`src/rtl/lble_pkg.sv`:
```
// Shared constants, encodings and state type of the ladder bit evaluator
`default_nettype none

package lble_pkg;

  // ----------------------------------------------------------------------
  // Program memory geometry
  // ----------------------------------------------------------------------
  localparam int PM_AW = 15;
  localparam int PM_DW = 16;
  localparam logic [14:0] PM_FIRST = 15'h0000;
  localparam logic [14:0] PM_STEP = 15'h0001;

  // ----------------------------------------------------------------------
  // First-word field positions
  // ----------------------------------------------------------------------
  localparam int OP_MSB = 15;
  localparam int OP_LSB = 12;
  localparam int AREA_MSB = 11;
  localparam int AREA_LSB = 10;
  localparam int BIT_MSB = 9;
  localparam int BIT_LSB = 0;
  localparam int CNT_MSB = 1;
  localparam int CNT_LSB = 0;

  // ----------------------------------------------------------------------
  // Instruction codes (first word, bits 15..12)
  // ----------------------------------------------------------------------
  localparam logic [3:0] OP_NOP = 4'h0;
  localparam logic [3:0] OP_LOAD = 4'h1;
  localparam logic [3:0] OP_LOAD_INV = 4'h2;
  localparam logic [3:0] OP_AND = 4'h3;
  localparam logic [3:0] OP_AND_INV = 4'h4;
  localparam logic [3:0] OP_OR = 4'h5;
  localparam logic [3:0] OP_OR_INV = 4'h6;
  localparam logic [3:0] OP_COMB_AND = 4'h7;
  localparam logic [3:0] OP_COMB_OR = 4'h8;
  localparam logic [3:0] OP_OUT = 4'h9;
  localparam logic [3:0] OP_END = 4'ha;
  localparam logic [3:0] OP_OTHER = 4'hb;

  // ----------------------------------------------------------------------
  // Bit operand areas (first word, bits 11..10)
  // ----------------------------------------------------------------------
  localparam logic [1:0] AREA_IO_INTERNAL = 2'h0;
  localparam logic [1:0] AREA_LINK = 2'h1;
  localparam logic [1:0] AREA_HOLDING = 2'h2;
  localparam logic [1:0] AREA_DATA_WORD = 2'h3;

  // ----------------------------------------------------------------------
  // Save buffer and reset values
  // ----------------------------------------------------------------------
  localparam int SAVE_DEPTH = 8;
  localparam logic [3:0] SP_RST = 4'h0;
  localparam logic [3:0] SP_FULL = 4'h8;
  localparam logic [3:0] SP_ONE = 4'h1;
  localparam logic [1:0] CNT_RST = 2'h0;
  localparam logic [1:0] CNT_LAST = 2'h1;

  typedef enum logic [2:0] {
    ST_START,
    ST_WAIT,
    ST_DECODE,
    ST_EXEC,
    ST_OPND,
    ST_HALT
  } lble_state_t;

endpackage

`default_nettype wire

```
`src/rtl/lble_cond_unit.sv`:
```
// Execution condition and save buffer of the ladder bit evaluator
`timescale 1ns/1ps
`default_nettype none

module lble_cond_unit import lble_pkg::*; (
  input wire logic mclk,
  input wire logic rst_b,
  input wire logic ev_clear,
  input wire logic ev_valid,
  input wire logic [3:0] ev_op,
  input wire logic ev_bit,
  output logic cond_ff,
  output logic [3:0] sp_ff
);

  // ----------------------------------------------------------------------
  // Condition state
  // ----------------------------------------------------------------------
  logic start_ff;
  logic [SAVE_DEPTH-1:0] stack_ff;
  logic nxt_cond;
  logic nxt_start;
  logic [3:0] nxt_sp;
  logic [SAVE_DEPTH-1:0] nxt_stack;
  logic push;
  logic [3:0] sp_dec;
  logic top;

  assign sp_dec = sp_ff - SP_ONE;
  assign top = stack_ff[sp_dec[2:0]];

  // Each step works on the condition left by the step before, no precedence
  always_comb begin
    nxt_cond = cond_ff;
    nxt_start = start_ff;
    nxt_sp = sp_ff;
    push = 1'b0;
    if (ev_clear) begin
      nxt_start = 1'b1;
      nxt_sp = SP_RST;
    end else if (ev_valid) begin
      case (ev_op)
        OP_LOAD, OP_LOAD_INV: begin
          nxt_cond = (ev_op == OP_LOAD) ? ev_bit : ~ev_bit;
          nxt_start = 1'b0;
          if (!start_ff && sp_ff != SP_FULL) begin
            push = 1'b1;
            nxt_sp = sp_ff + SP_ONE;
          end
        end
        // and with operand; chains from leading load
        OP_AND: nxt_cond = cond_ff & ev_bit;
        OP_AND_INV: nxt_cond = cond_ff & ~ev_bit;
        OP_OR: nxt_cond = cond_ff | ev_bit;
        OP_OR_INV: nxt_cond = cond_ff | ~ev_bit;
        OP_COMB_AND, OP_COMB_OR: begin
          if (sp_ff != SP_RST) begin
            nxt_sp = sp_dec;
            nxt_cond = (ev_op == OP_COMB_AND) ? (cond_ff & top)
                                              : (cond_ff | top);
          end
        end
        // A right-hand instruction closes the line
        OP_OUT, OP_OTHER, OP_END: begin
          nxt_start = 1'b1;
          nxt_sp = SP_RST;
        end
        default: nxt_cond = cond_ff;
      endcase
    end
  end

  // One save slot per entry; only the slot at the pointer is written
  genvar gi;
  generate
    for (gi = 0; gi < SAVE_DEPTH; gi++) begin : g_slot
      assign nxt_stack[gi] = (push && sp_ff[2:0] == 3'(gi)) ? cond_ff
                                                              : stack_ff[gi];
    end
  endgenerate

  // Registers
  always_ff @(posedge mclk or negedge rst_b) begin
    if (!rst_b) begin
      cond_ff <= 1'b0;
      start_ff <= 1'b1;
      sp_ff <= SP_RST;
      stack_ff <= '0;
    end else begin
      cond_ff <= nxt_cond;
      start_ff <= nxt_start;
      sp_ff <= nxt_sp;
      stack_ff <= nxt_stack;
    end
  end
endmodule

`default_nettype wire

```
`src/rtl/lble_ladder_eval.sv`:
```
// Top of the ladder bit evaluator: fetch, decode and execution sequencer
//
// What this block does
// - One instruction per address, one to four words including operands.
// - Fetching starts at word zero and runs up to memory capacity.
// - Opcode and any definers come from the first word of an address.
// - A lone bit operand sits in the first word beside the opcode.
// - Later words of an address are operand words, one each.
// - Stored program has one uniform format regardless of loader.
// - Each logic block starts fresh with a load or load-inverted.
// - Load copies its bit; load-inverted copies the bit's complement.
// - And replaces condition with condition AND operand bit.
// - First and after a load uses the value that load produced.
// - And-inverted ANDs condition with complement of operand bit.
// - Or replaces condition with condition OR operand bit.
// - Or-inverted ORs condition with complement of operand bit.
// - Mixed and/or steps run strictly in program order.
// - A later load pushes the condition unless eight are already saved; block combine merges them.
// - Output drives its bit equal to the execution condition.
// - Scan runs to the first end, then restarts at zero.
// - Without any end instruction the program never executes.
`timescale 1ns/1ps
`default_nettype none

module lble_ladder_eval import lble_pkg::*; (
  input wire logic mclk,
  input wire logic rst_b,
  output logic [PM_AW-1:0] pm_addr_ff,
  output logic pm_rd_ff,
  input wire logic [PM_DW-1:0] pm_rdata,
  output logic [1:0] bit_area_ff,
  output logic [9:0] bit_index_ff,
  output logic bit_rd_ff,
  input wire logic bit_rdata,
  output logic bit_wr_ff,
  output logic bit_wdata_ff,
  output logic exec_cond,
  output logic scan_done_ff,
  output logic running_ff,
  output logic halted_ff
);

  // ----------------------------------------------------------------------
  // Sequencer state
  // ----------------------------------------------------------------------
  lble_state_t state_ff;
  lble_state_t nxt_state;
  logic [PM_AW-1:0] pc_ff;
  logic [PM_AW-1:0] nxt_pc;
  logic [PM_AW-1:0] nxt_pm_addr;
  logic nxt_pm_rd;
  logic [1:0] cnt_ff;
  logic [1:0] nxt_cnt;
  logic [3:0] op_ff;
  logic [3:0] nxt_op;
  logic [1:0] nxt_bit_area;
  logic [9:0] nxt_bit_index;
  logic nxt_bit_rd;
  logic nxt_bit_wr;
  logic nxt_bit_wdata;
  logic nxt_scan_done;
  logic nxt_running;
  logic nxt_halted;

  // Evaluator handshake
  logic ev_clear;
  logic ev_valid;
  logic [3:0] ev_op;
  logic [3:0] save_sp;

  // ----------------------------------------------------------------------
  // First-word decode
  // ----------------------------------------------------------------------
  logic [3:0] dec_op;
  logic [1:0] dec_cnt;
  logic dec_bit_op;
  logic [15:0] dec_next;
  logic [15:0] dec_len;

  assign dec_op = pm_rdata[OP_MSB:OP_LSB];
  assign dec_cnt = (dec_op == OP_OTHER) ? pm_rdata[CNT_MSB:CNT_LSB] : CNT_RST;
  assign dec_bit_op = (dec_op == OP_LOAD) || (dec_op == OP_LOAD_INV) ||
                      (dec_op == OP_AND) || (dec_op == OP_AND_INV) ||
                      (dec_op == OP_OR) || (dec_op == OP_OR_INV);
  // length is one to four words
  assign dec_len = {14'h0000, dec_cnt} + 16'h0001;
  // Wider sum keeps the carry that marks running past capacity
  assign dec_next = {1'b0, pc_ff} + dec_len;

  // ----------------------------------------------------------------------
  // Next-state logic
  // ----------------------------------------------------------------------
  // A first pass with running_ff low only walks instruction lengths looking
  // for an end; nothing is read or written from the data areas until found.
  always_comb begin
    nxt_state = state_ff;
    nxt_pc = pc_ff;
    nxt_pm_addr = pm_addr_ff;
    nxt_pm_rd = 1'b0;
    nxt_cnt = cnt_ff;
    nxt_op = op_ff;
    nxt_bit_area = bit_area_ff;
    nxt_bit_index = bit_index_ff;
    nxt_bit_rd = 1'b0;
    nxt_bit_wr = 1'b0;
    nxt_bit_wdata = bit_wdata_ff;
    nxt_scan_done = 1'b0;
    nxt_running = running_ff;
    nxt_halted = halted_ff;
    ev_clear = 1'b0;
    ev_valid = 1'b0;
    ev_op = dec_op;
    case (state_ff)
      ST_START: begin
        nxt_pc = PM_FIRST;
        nxt_pm_addr = PM_FIRST;
        nxt_pm_rd = 1'b1;
        ev_clear = 1'b1;
        nxt_state = ST_WAIT;
      end
      // Program word arrives one cycle after the read strobe
      ST_WAIT: nxt_state = ST_DECODE;
      ST_DECODE: begin
        if (dec_op == OP_END) begin
          nxt_scan_done = running_ff;
          nxt_running = 1'b1;
          nxt_pc = PM_FIRST;
          nxt_pm_addr = PM_FIRST;
          nxt_pm_rd = 1'b1;
          ev_clear = 1'b1;
          nxt_state = ST_WAIT;
        end else if (dec_next[15]) begin
          nxt_halted = 1'b1;
          nxt_state = ST_HALT;
        end else if (running_ff && dec_bit_op) begin
          nxt_bit_area = pm_rdata[AREA_MSB:AREA_LSB];
          nxt_bit_index = pm_rdata[BIT_MSB:BIT_LSB];
          nxt_bit_rd = 1'b1;
          nxt_op = dec_op;
          nxt_state = ST_EXEC;
        end else begin
          if (running_ff) begin
            ev_valid = 1'b1;
          end
          if (running_ff && dec_op == OP_OUT) begin
            nxt_bit_area = pm_rdata[AREA_MSB:AREA_LSB];
            nxt_bit_index = pm_rdata[BIT_MSB:BIT_LSB];
            nxt_bit_wr = 1'b1;
            nxt_bit_wdata = exec_cond;
          end
          if (dec_cnt != CNT_RST) begin
            nxt_cnt = dec_cnt;
            nxt_pm_addr = pc_ff + PM_STEP;
            nxt_pm_rd = 1'b1;
            nxt_state = ST_OPND;
          end else begin
            nxt_pc = dec_next[PM_AW-1:0];
            nxt_pm_addr = dec_next[PM_AW-1:0];
            nxt_pm_rd = 1'b1;
            nxt_state = ST_WAIT;
          end
        end
      end
      ST_EXEC: begin
        ev_valid = 1'b1;
        ev_op = op_ff;
        nxt_pc = pc_ff + PM_STEP;
        nxt_pm_addr = pc_ff + PM_STEP;
        nxt_pm_rd = 1'b1;
        nxt_state = ST_WAIT;
      end
      // Operand words are read in order; their data is not needed here
      ST_OPND: begin
        nxt_pm_addr = pm_addr_ff + PM_STEP;
        nxt_pm_rd = 1'b1;
        if (cnt_ff == CNT_LAST) begin
          nxt_pc = pm_addr_ff + PM_STEP;
          nxt_cnt = CNT_RST;
          nxt_state = ST_WAIT;
        end else begin
          nxt_cnt = cnt_ff - CNT_LAST;
        end
      end
      // Only a reset leaves this state
      ST_HALT: nxt_state = ST_HALT;
      default: nxt_state = ST_START;
    endcase
  end

  // ----------------------------------------------------------------------
  // Registers
  // ----------------------------------------------------------------------
  always_ff @(posedge mclk or negedge rst_b) begin
    if (!rst_b) begin
      state_ff <= ST_START;
      pc_ff <= PM_FIRST;
      pm_addr_ff <= PM_FIRST;
      pm_rd_ff <= 1'b0;
      cnt_ff <= CNT_RST;
      op_ff <= OP_NOP;
      bit_area_ff <= AREA_IO_INTERNAL;
      bit_index_ff <= '0;
      bit_rd_ff <= 1'b0;
      bit_wr_ff <= 1'b0;
      bit_wdata_ff <= 1'b0;
      scan_done_ff <= 1'b0;
      running_ff <= 1'b0;
      halted_ff <= 1'b0;
    end else begin
      state_ff <= nxt_state;
      pc_ff <= nxt_pc;
      pm_addr_ff <= nxt_pm_addr;
      pm_rd_ff <= nxt_pm_rd;
      cnt_ff <= nxt_cnt;
      op_ff <= nxt_op;
      bit_area_ff <= nxt_bit_area;
      bit_index_ff <= nxt_bit_index;
      bit_rd_ff <= nxt_bit_rd;
      bit_wr_ff <= nxt_bit_wr;
      bit_wdata_ff <= nxt_bit_wdata;
      scan_done_ff <= nxt_scan_done;
      running_ff <= nxt_running;
      halted_ff <= nxt_halted;
    end
  end

  // ----------------------------------------------------------------------
  // Execution condition
  // ----------------------------------------------------------------------
  // steps applied in program order
  lble_cond_unit u_cond (
    .mclk(mclk),
    .rst_b(rst_b),
    .ev_clear(ev_clear),
    .ev_valid(ev_valid),
    .ev_op(ev_op),
    .ev_bit(bit_rdata),
    .cond_ff(exec_cond),
    .sp_ff(save_sp)
  );
endmodule

`default_nettype wire

```
`config.mk`:
```
export PLATFORM = sky130hd
export DESIGN_NAME = lble_ladder_eval
export DESIGN_NICKNAME = d
export VERILOG_FILES = /design/src/rtl/lble_pkg.sv /design/src/rtl/lble_cond_unit.sv /design/src/rtl/lble_ladder_eval.sv
export SDC_FILE = /design/constraint.sdc
export NUM_CORES = 1
export LEC_CHECK = 0
export BUFFER_PORTS_ARGS = -buffer_cell sky130_fd_sc_hd__buf_4
export CAP_MARGIN = 20
export CELL_PAD_IN_SITES_DETAIL_PLACEMENT = 0
export CELL_PAD_IN_SITES_GLOBAL_PLACEMENT = 1
export CORE_MARGIN = 1.5
export CORE_UTILIZATION = 30
export DETAILED_ROUTE_END_ITERATION = 7
export PLACE_DENSITY = 0.67
export SETUP_SLACK_MARGIN = 0.15
export SYNTH_ARGS = -nofsm -noshare
export SYNTH_HDL_FRONTEND = slang
export SYNTH_SLANG_ARGS = --single-unit
export TNS_END_PERCENT = 10
```
`constraint.sdc`:
```
create_clock -name mclk -period 5.98 [get_ports mclk]
set_input_delay 0.598 -clock mclk [delete_from_list [all_inputs] [get_ports mclk]]
set_output_delay 0.598 -clock mclk [all_outputs]
set_load 0.005 [all_outputs]
```
# ---- After elaboration in Yosys (flattened, before gate mapping)
# Index checks and enable logic that the tools add are counted.
dict set report totals {
  rom_bits 0
  output_inout_bits 35
  mem_count 0
  ram_bits 0
  register_bits 72
  latchBits 0
  word_cells 202
  inputBits 19
}
dict set report op_classes {
  n_eq_ne 45
  div_mod_pow 0
  shift 0
  n_reduce_logical 44
  mul 0
  bitwise_logic 11
  n_lt_le_gt_ge 1
  n_mux 69
  add_sub_neg 7
}
# operator n
set op_table {}
lappend op_table {{2-to-1 mux 15 bit} 9}
lappend op_table {{one-hot mux 15 bit (4 select lines)} 2}
lappend op_table {{adder 15 x 1 -> 15 bit, second input constant} 2}
lappend op_table {{2-to-1 mux 1 bit} 29}
lappend op_table {{== test 4 x 3 -> 1 bit, second input constant} 7}
lappend op_table {{== test 4 bit, second input constant} 7}
lappend op_table {{2-to-1 mux 10 bit} 2}
lappend op_table {{2-to-1 mux 4 bit} 5}
lappend op_table {{== test 3 bit, second input constant} 6}
lappend op_table {{adder 15 x 3 -> 16 bit} 1}
lappend op_table {{== test 4 x 2 -> 1 bit, second input constant} 4}
lappend op_table {{2-to-1 mux 2 bit} 8}
lappend op_table {{AND reduction 4 bit} 4}
lappend op_table {{2-to-1 mux 3 bit} 5}
lappend op_table {{one-hot mux 3 bit (5 select lines)} 1}
lappend op_table {{AND reduction 5 bit} 3}
lappend op_table {{== test 3 x 2 -> 1 bit, second input constant} 4}
lappend op_table {{one-hot mux 4 bit (3 select lines)} 1}
lappend op_table {{nonzero test 4 bit} 3}
lappend op_table {{logical AND 1 bit} 11}
lappend op_table {{inequality test 2 bit, second input constant} 5}
lappend op_table {{inequality test 3 bit, second input constant} 3}
lappend op_table {{== test 4 x 1 -> 1 bit, second input constant} 2}
lappend op_table {{one-hot mux 1 bit (2 select lines)} 4}
lappend op_table {{other kinds (26)} 49}

# ---- Longest topological paths before layout
dict set report depth {
  word_depth 14
  mapped_depth 13
  depth_no_buf 10
}

# ---- By module
# Synthesis repeated with hierarchy kept, for this count alone.
dict set report hier_totals {
  hier_cells 567
  area_unflattened_um2 5121.2
}
# module instances seq_area_each_um2 area_per_inst_um2 cells_per_inst
set modules_own_cells {}
lappend modules_own_cells {lble_ladder_eval 1 1451.4 3941.3 444}
lappend modules_own_cells {lble_cond_unit 1 351.6 1179.9 123}

# ---- Worst setup path before layout
# Ideal clock, no wire load.
dict set report synth_timing {
  path_kind {input-to-reg}
  from {input pm_rdata[14]}
  to {register u_cond.stack_ff[1]}
  cell_stages 12
  slack_ps 2711
  required_time_ps 5853
  arrival_time_ps 3141
  cell_sequence {buf_2 > and4b_1 > clkbuf_1 > nand2_1 > inv_1 > ha_1 > nor2b_1 > o21ai_1 > o211ai_1 > a2111oi_4 > nand3_1 > mux2_1}
}
dict set report synth_between {
  elab_chain_cells 14
  word_cells_on_any_way 31
}
# item line
set synth_lines {}
lappend synth_lines {{start, declared} lble_ladder_eval.sv:30} ;# input wire logic [PM_DW-1:0] pm_rdata,
lappend synth_lines {{branches (longest 12 deep; another with adder 15 x 3 -> 16 bit)} -}
lappend synth_lines {{2-to-1 mux 1 bit (*)} lble_cond_unit.sv:38} ;# if (ev_clear) begin
lappend synth_lines {{logical AND 1 bit (*)} lble_cond_unit.sv:77} ;# assign nxt_stack[gi] = (push && sp_ff[2:0] == 3'(gi)) ? cond_ff
lappend synth_lines {{end signal, assigned} lble_cond_unit.sv:93} ;# stack_ff <= nxt_stack;
lappend synth_lines {{end, declared} lble_cond_unit.sv:20} ;# logic [SAVE_DEPTH-1:0] stack_ff;
# Every way passes the cells marked *.
# A chain may end at the register's enable or synchronous reset.

# ---- Worst setup path after layout
dict set report layout_timing {
  from {input pm_rdata[13]}
  to {register u_cond.stack_ff[1]}
}
# Same word-level chain as after synthesis.

==> run summary <==
The overall power after layout is 2393 uW. The most used flip-flop cell after synthesis was sky130_fd_sc_hd__dfrtp_1. The logs give 2.70 ns for the setup slack of the worst register-to-register path and 0 for the number of remaining DRC errors. The slack of the critical path was 2.682 ns.

Counting I/O delays and the setup requirement, the final critical path takes 3.298 ns. The post-synthesis sequential area ratio is 0.3454, and the final clock period utilization by the worst path is 0.5515. Post-CTS timing repair inserted 0 buffers for setup.

The wire length after detailed routing is 16120 um, and the relative max-transition margin is 0.3360. The total of flip-flops plus latches after synthesis works out to 72. The total I/O pin count was 54; the post-synthesis average cell area was 8.908 um2. Entering global routing, the biggest net connects 73 pins.

The logs give 18200 um2 for the area of the die and 10960 um for the detailed placement HPWL. The count of vias placed by the detailed router is 4731, and the x dimension of the die is 134.9 um. The logs give 0 for the number of slew-limit violations in the final report and 80 for the count of cell types in the netlist. For this run, the top clock speed supported by timing is 303.2 MHz. Max-cap violations in this run came to 0.

The H-tree was split into 3 levels. Gates resized during post-CTS repair numbered 0. The logs give 642 for the net count of the finished layout and 2.367 ns for the setup slack after placement.

Setup repair after global routing left no endpoint under its margin. The number of warnings issued by yosys is 0, and the final standard cell area without fillers is 6022 um2. Setup violations remaining at the end of the flow were counted as 0.

Summed over all layers, the global routing overflow is 0. The run gives 0 ns as the total negative slack. The leakage power is 0.002486 uW. Data on the critical path is required at its endpoint by 6.20 ns.

TritonCTS built the clock tree. The path class of the tightest hold or removal check is in2async. The effective utilization at floorplan is 0.3039.

The share of layout cells above drive strength 1 is 0.1726. The area share of the largest cell type after synthesis came out at 0.3404. Counting along the longest clock path gives a buffer depth of 2. For the worst flop-to-flop path, the logic depth is 6. The number of clock buffers added by TritonCTS is 9. The logs give 0 for the final hold violation count and 5 for the number of iterations in the first detailed-routing pass. The number of vias per cell after detailed routing was 5.639. The worst flop-to-flop path endpoint was pc_ff[7]. By area the synthesized netlist is led by sky130_fd_sc_hd__dfrtp_1 (34%), sky130_fd_sc_hd__nand2_1 (4.2%), sky130_fd_sc_hd__mux2_2 (3.9%). Number of antenna violations at the first check in global routing: 0.

Counting every net in the synthesized netlist gives 619. At the worst endpoint, the arrival time is 3.52 ns. After synthesis the cells add up to 5220 um2. The post-route core utilization came out at 0.3506.

The detail route stage leaves a number of antenna-violating nets equal to 0. The first global-routing pass estimated 25910 um of wire. STA classifies the critical path startpoint as an input pin. Traced cell by cell, the critical path runs through buf_4, and4b_1, nand2_1, inv_1, ha_1, nor2b_1, o21ai_1, o211ai_1, a2111oi_4, nand3_1, mux2_1. Clock-pin slew was measured on the worst setup and hold paths at 0.06 ns. The root cell of the clock tree is sky130_fd_sc_hd__clkbuf_16. The initialized floorplan defines 48 standard-cell rows.

At the pin with the least slew margin, the transition time is 0.9960 ns. The layout-stage area growth over the synthesis result is 15.36%. The first routing iteration left 386 violations. Slowest library cell on the worst path: sky130_fd_sc_hd__a2111oi_4. For the number of global-route vias before repair, the log shows 4670.

The placer's final routability congestion estimate was 0.8288. The count of input and output buffers was 53. The total placed instance area came out at 5729 um2. The sort of element at the end of the critical path was a register. The final setup skew is 0.006809 ns, and the maximum VDD drop is 0.1741 mV. Clock tree synthesis found a total of 72 sinks.

The tools report the antenna diode instance count as 0. The floorplan step defined a core boundary enclosing 17180 um2. For this run, the slowest stage of the critical path takes 0.61 ns. The run finished with clean final reports. The proportion of synthesized flip-flops having asynchronous set or reset is 1.000. After detailed routing, the average wire length per cell comes to 19.22 um.

The power per cell area came out at 397.3 nW/um2. Total track usage: 0.1853. The startpoint identified for the worst register-to-register timing path is pc_ff[2]. Of all cell types, the one taking the most synthesized area is sky130_fd_sc_hd__dfrtp_1. The critical path is of the in2reg type.

Maximum fanout along the worst path: 20. The synthesized design contains 0 enable-type register cells. The logs give 0.35 ns for the latest clock arrival within the worst-skew pair and 1833 for the number of filler cells placed in the layout. Synthesis handed over a netlist of 586 instances. The chip height was 134.9 um. The hold-fix buffer count after cts came out at 0.
[cell usage after synthesis, types with 10 or more instances]
library cell               instances
sky130_fd_sc_hd__nor3_1           19
sky130_fd_sc_hd__nor4_1           10
sky130_fd_sc_hd__a21oi_1          27
sky130_fd_sc_hd__clkbuf_1         16
sky130_fd_sc_hd__o22ai_1          15
sky130_fd_sc_hd__ha_1             13
sky130_fd_sc_hd__nand4_1          10
sky130_fd_sc_hd__dfrtp_1          71
sky130_fd_sc_hd__buf_2            21
sky130_fd_sc_hd__xnor2_1          23
sky130_fd_sc_hd__nand3_1          27
sky130_fd_sc_hd__xor2_1           19
sky130_fd_sc_hd__nor2_1           29
sky130_fd_sc_hd__nand2b_1         10
sky130_fd_sc_hd__o21ai_0          35
sky130_fd_sc_hd__nand2_1          59
sky130_fd_sc_hd__mux2_2           18
sky130_fd_sc_hd__inv_1            19
[worst max-delay path by stage]
stage | start | endpoint
final | pm_rdata[13] | u_cond.stack_ff[1]
after floorplan | pm_rdata[14] | u_cond.stack_ff[1]
after global placement | pm_rdata[14] | u_cond.stack_ff[1]
after CTS | pm_rdata[13] | u_cond.stack_ff[1]
after detailed placement | pm_rdata[13] | u_cond.stack_ff[2]
after global routing | pm_rdata[13] | u_cond.stack_ff[1]
[worst max-delay path: cells and delay by family]
family                   cells  cell delay [ns]
adder cells (fa/ha/maj)      1             0.22
AND/OR/NAND/NOR              4             0.88
AO/OA/AOI/OAI                3             1.19
buffers and inverters        2             0.31
multiplexers                 1             0.33
[cells by family after synthesis]
logic type | synth area share
simple gates | 0.2030
compound gates | 0.2160
flops | 0.3454
buf+inv | 0.05201
xor+xnor | 0.07047
mux | 0.07814
fa+ha+maj | 0.03500
[cells in the final DEF, fill, tap and decap left out, drive strengths merged, types with 6 or more instances in the layout]
cell	synthesis	layout
dfrtp	71	71
nand2	59	59
buf	28	57
o21ai	37	37
nor2	30	30
a21oi	28	28
nand3	27	27
mux2	26	26
xnor2	23	23
nor3	20	20
inv	19	19
xor2	19	19
o22ai	15	15
ha	13	13
clkbuf	17	13
nand4	10	10
nand2b	10	10
nor4	10	10
o31ai	9	9
a21o	7	7
a22o	7	7
a31oi	7	7
mux2i	7	7
a221o	6	6
a22oi	6	6
[final cells by class]
type,instances,area [um2],area share
multi-input cells,450,3146,0.5223
flip-flops and latches,72,1803,0.2994
repair buffers,57,427.9,0.07106
well taps,225,281.5,0.04675
clock buffers,13,250.2,0.04155
inverters,19,71.32,0.01184
clock inverters,3,42.54,0.007064
[state kept, by name, summed over array words and instances (netlist names)]
name,cells
u_cond.start_ff,1
bit_rd_ff,1
pm_addr_ff,15
cnt_ff,2
halted_ff,1
scan_done_ff,1
bit_index_ff,10
bit_area_ff,2
bit_wdata_ff,1
u_cond.cond_ff,1
pm_rd_ff,1
running_ff,1
u_cond.sp_ff,4
bit_wr_ff,1
u_cond.stack_ff,8
state_ff,3
op_ff,4
pc_ff,15
[layer usage]
metal / share of wire / global-route usage
met5: 0 / 0
met4: 0.023 / 0.08423
met3: 0.060 / 0.04354
met2: 0.46 / 0.2803
met1: 0.46 / 0.2509
[stage by stage]
step,instances,hold slack (ns)
after floorplan,586,0.3024
after global placement,823,0.4689
after detailed placement,823,0.4538
after CTS,839,0.4522
after global routing,839,0.4772
final,839,0.3991
[power breakdown]
part	leakage (uW)	total [uW]	internal [uW]	switching, uW
clock network	0.000140	560	335	225
registers	0.000949	778	604	173
logic	0.00140	1050	434	620
No activity file was read; power rests on OpenSTA's default activity.
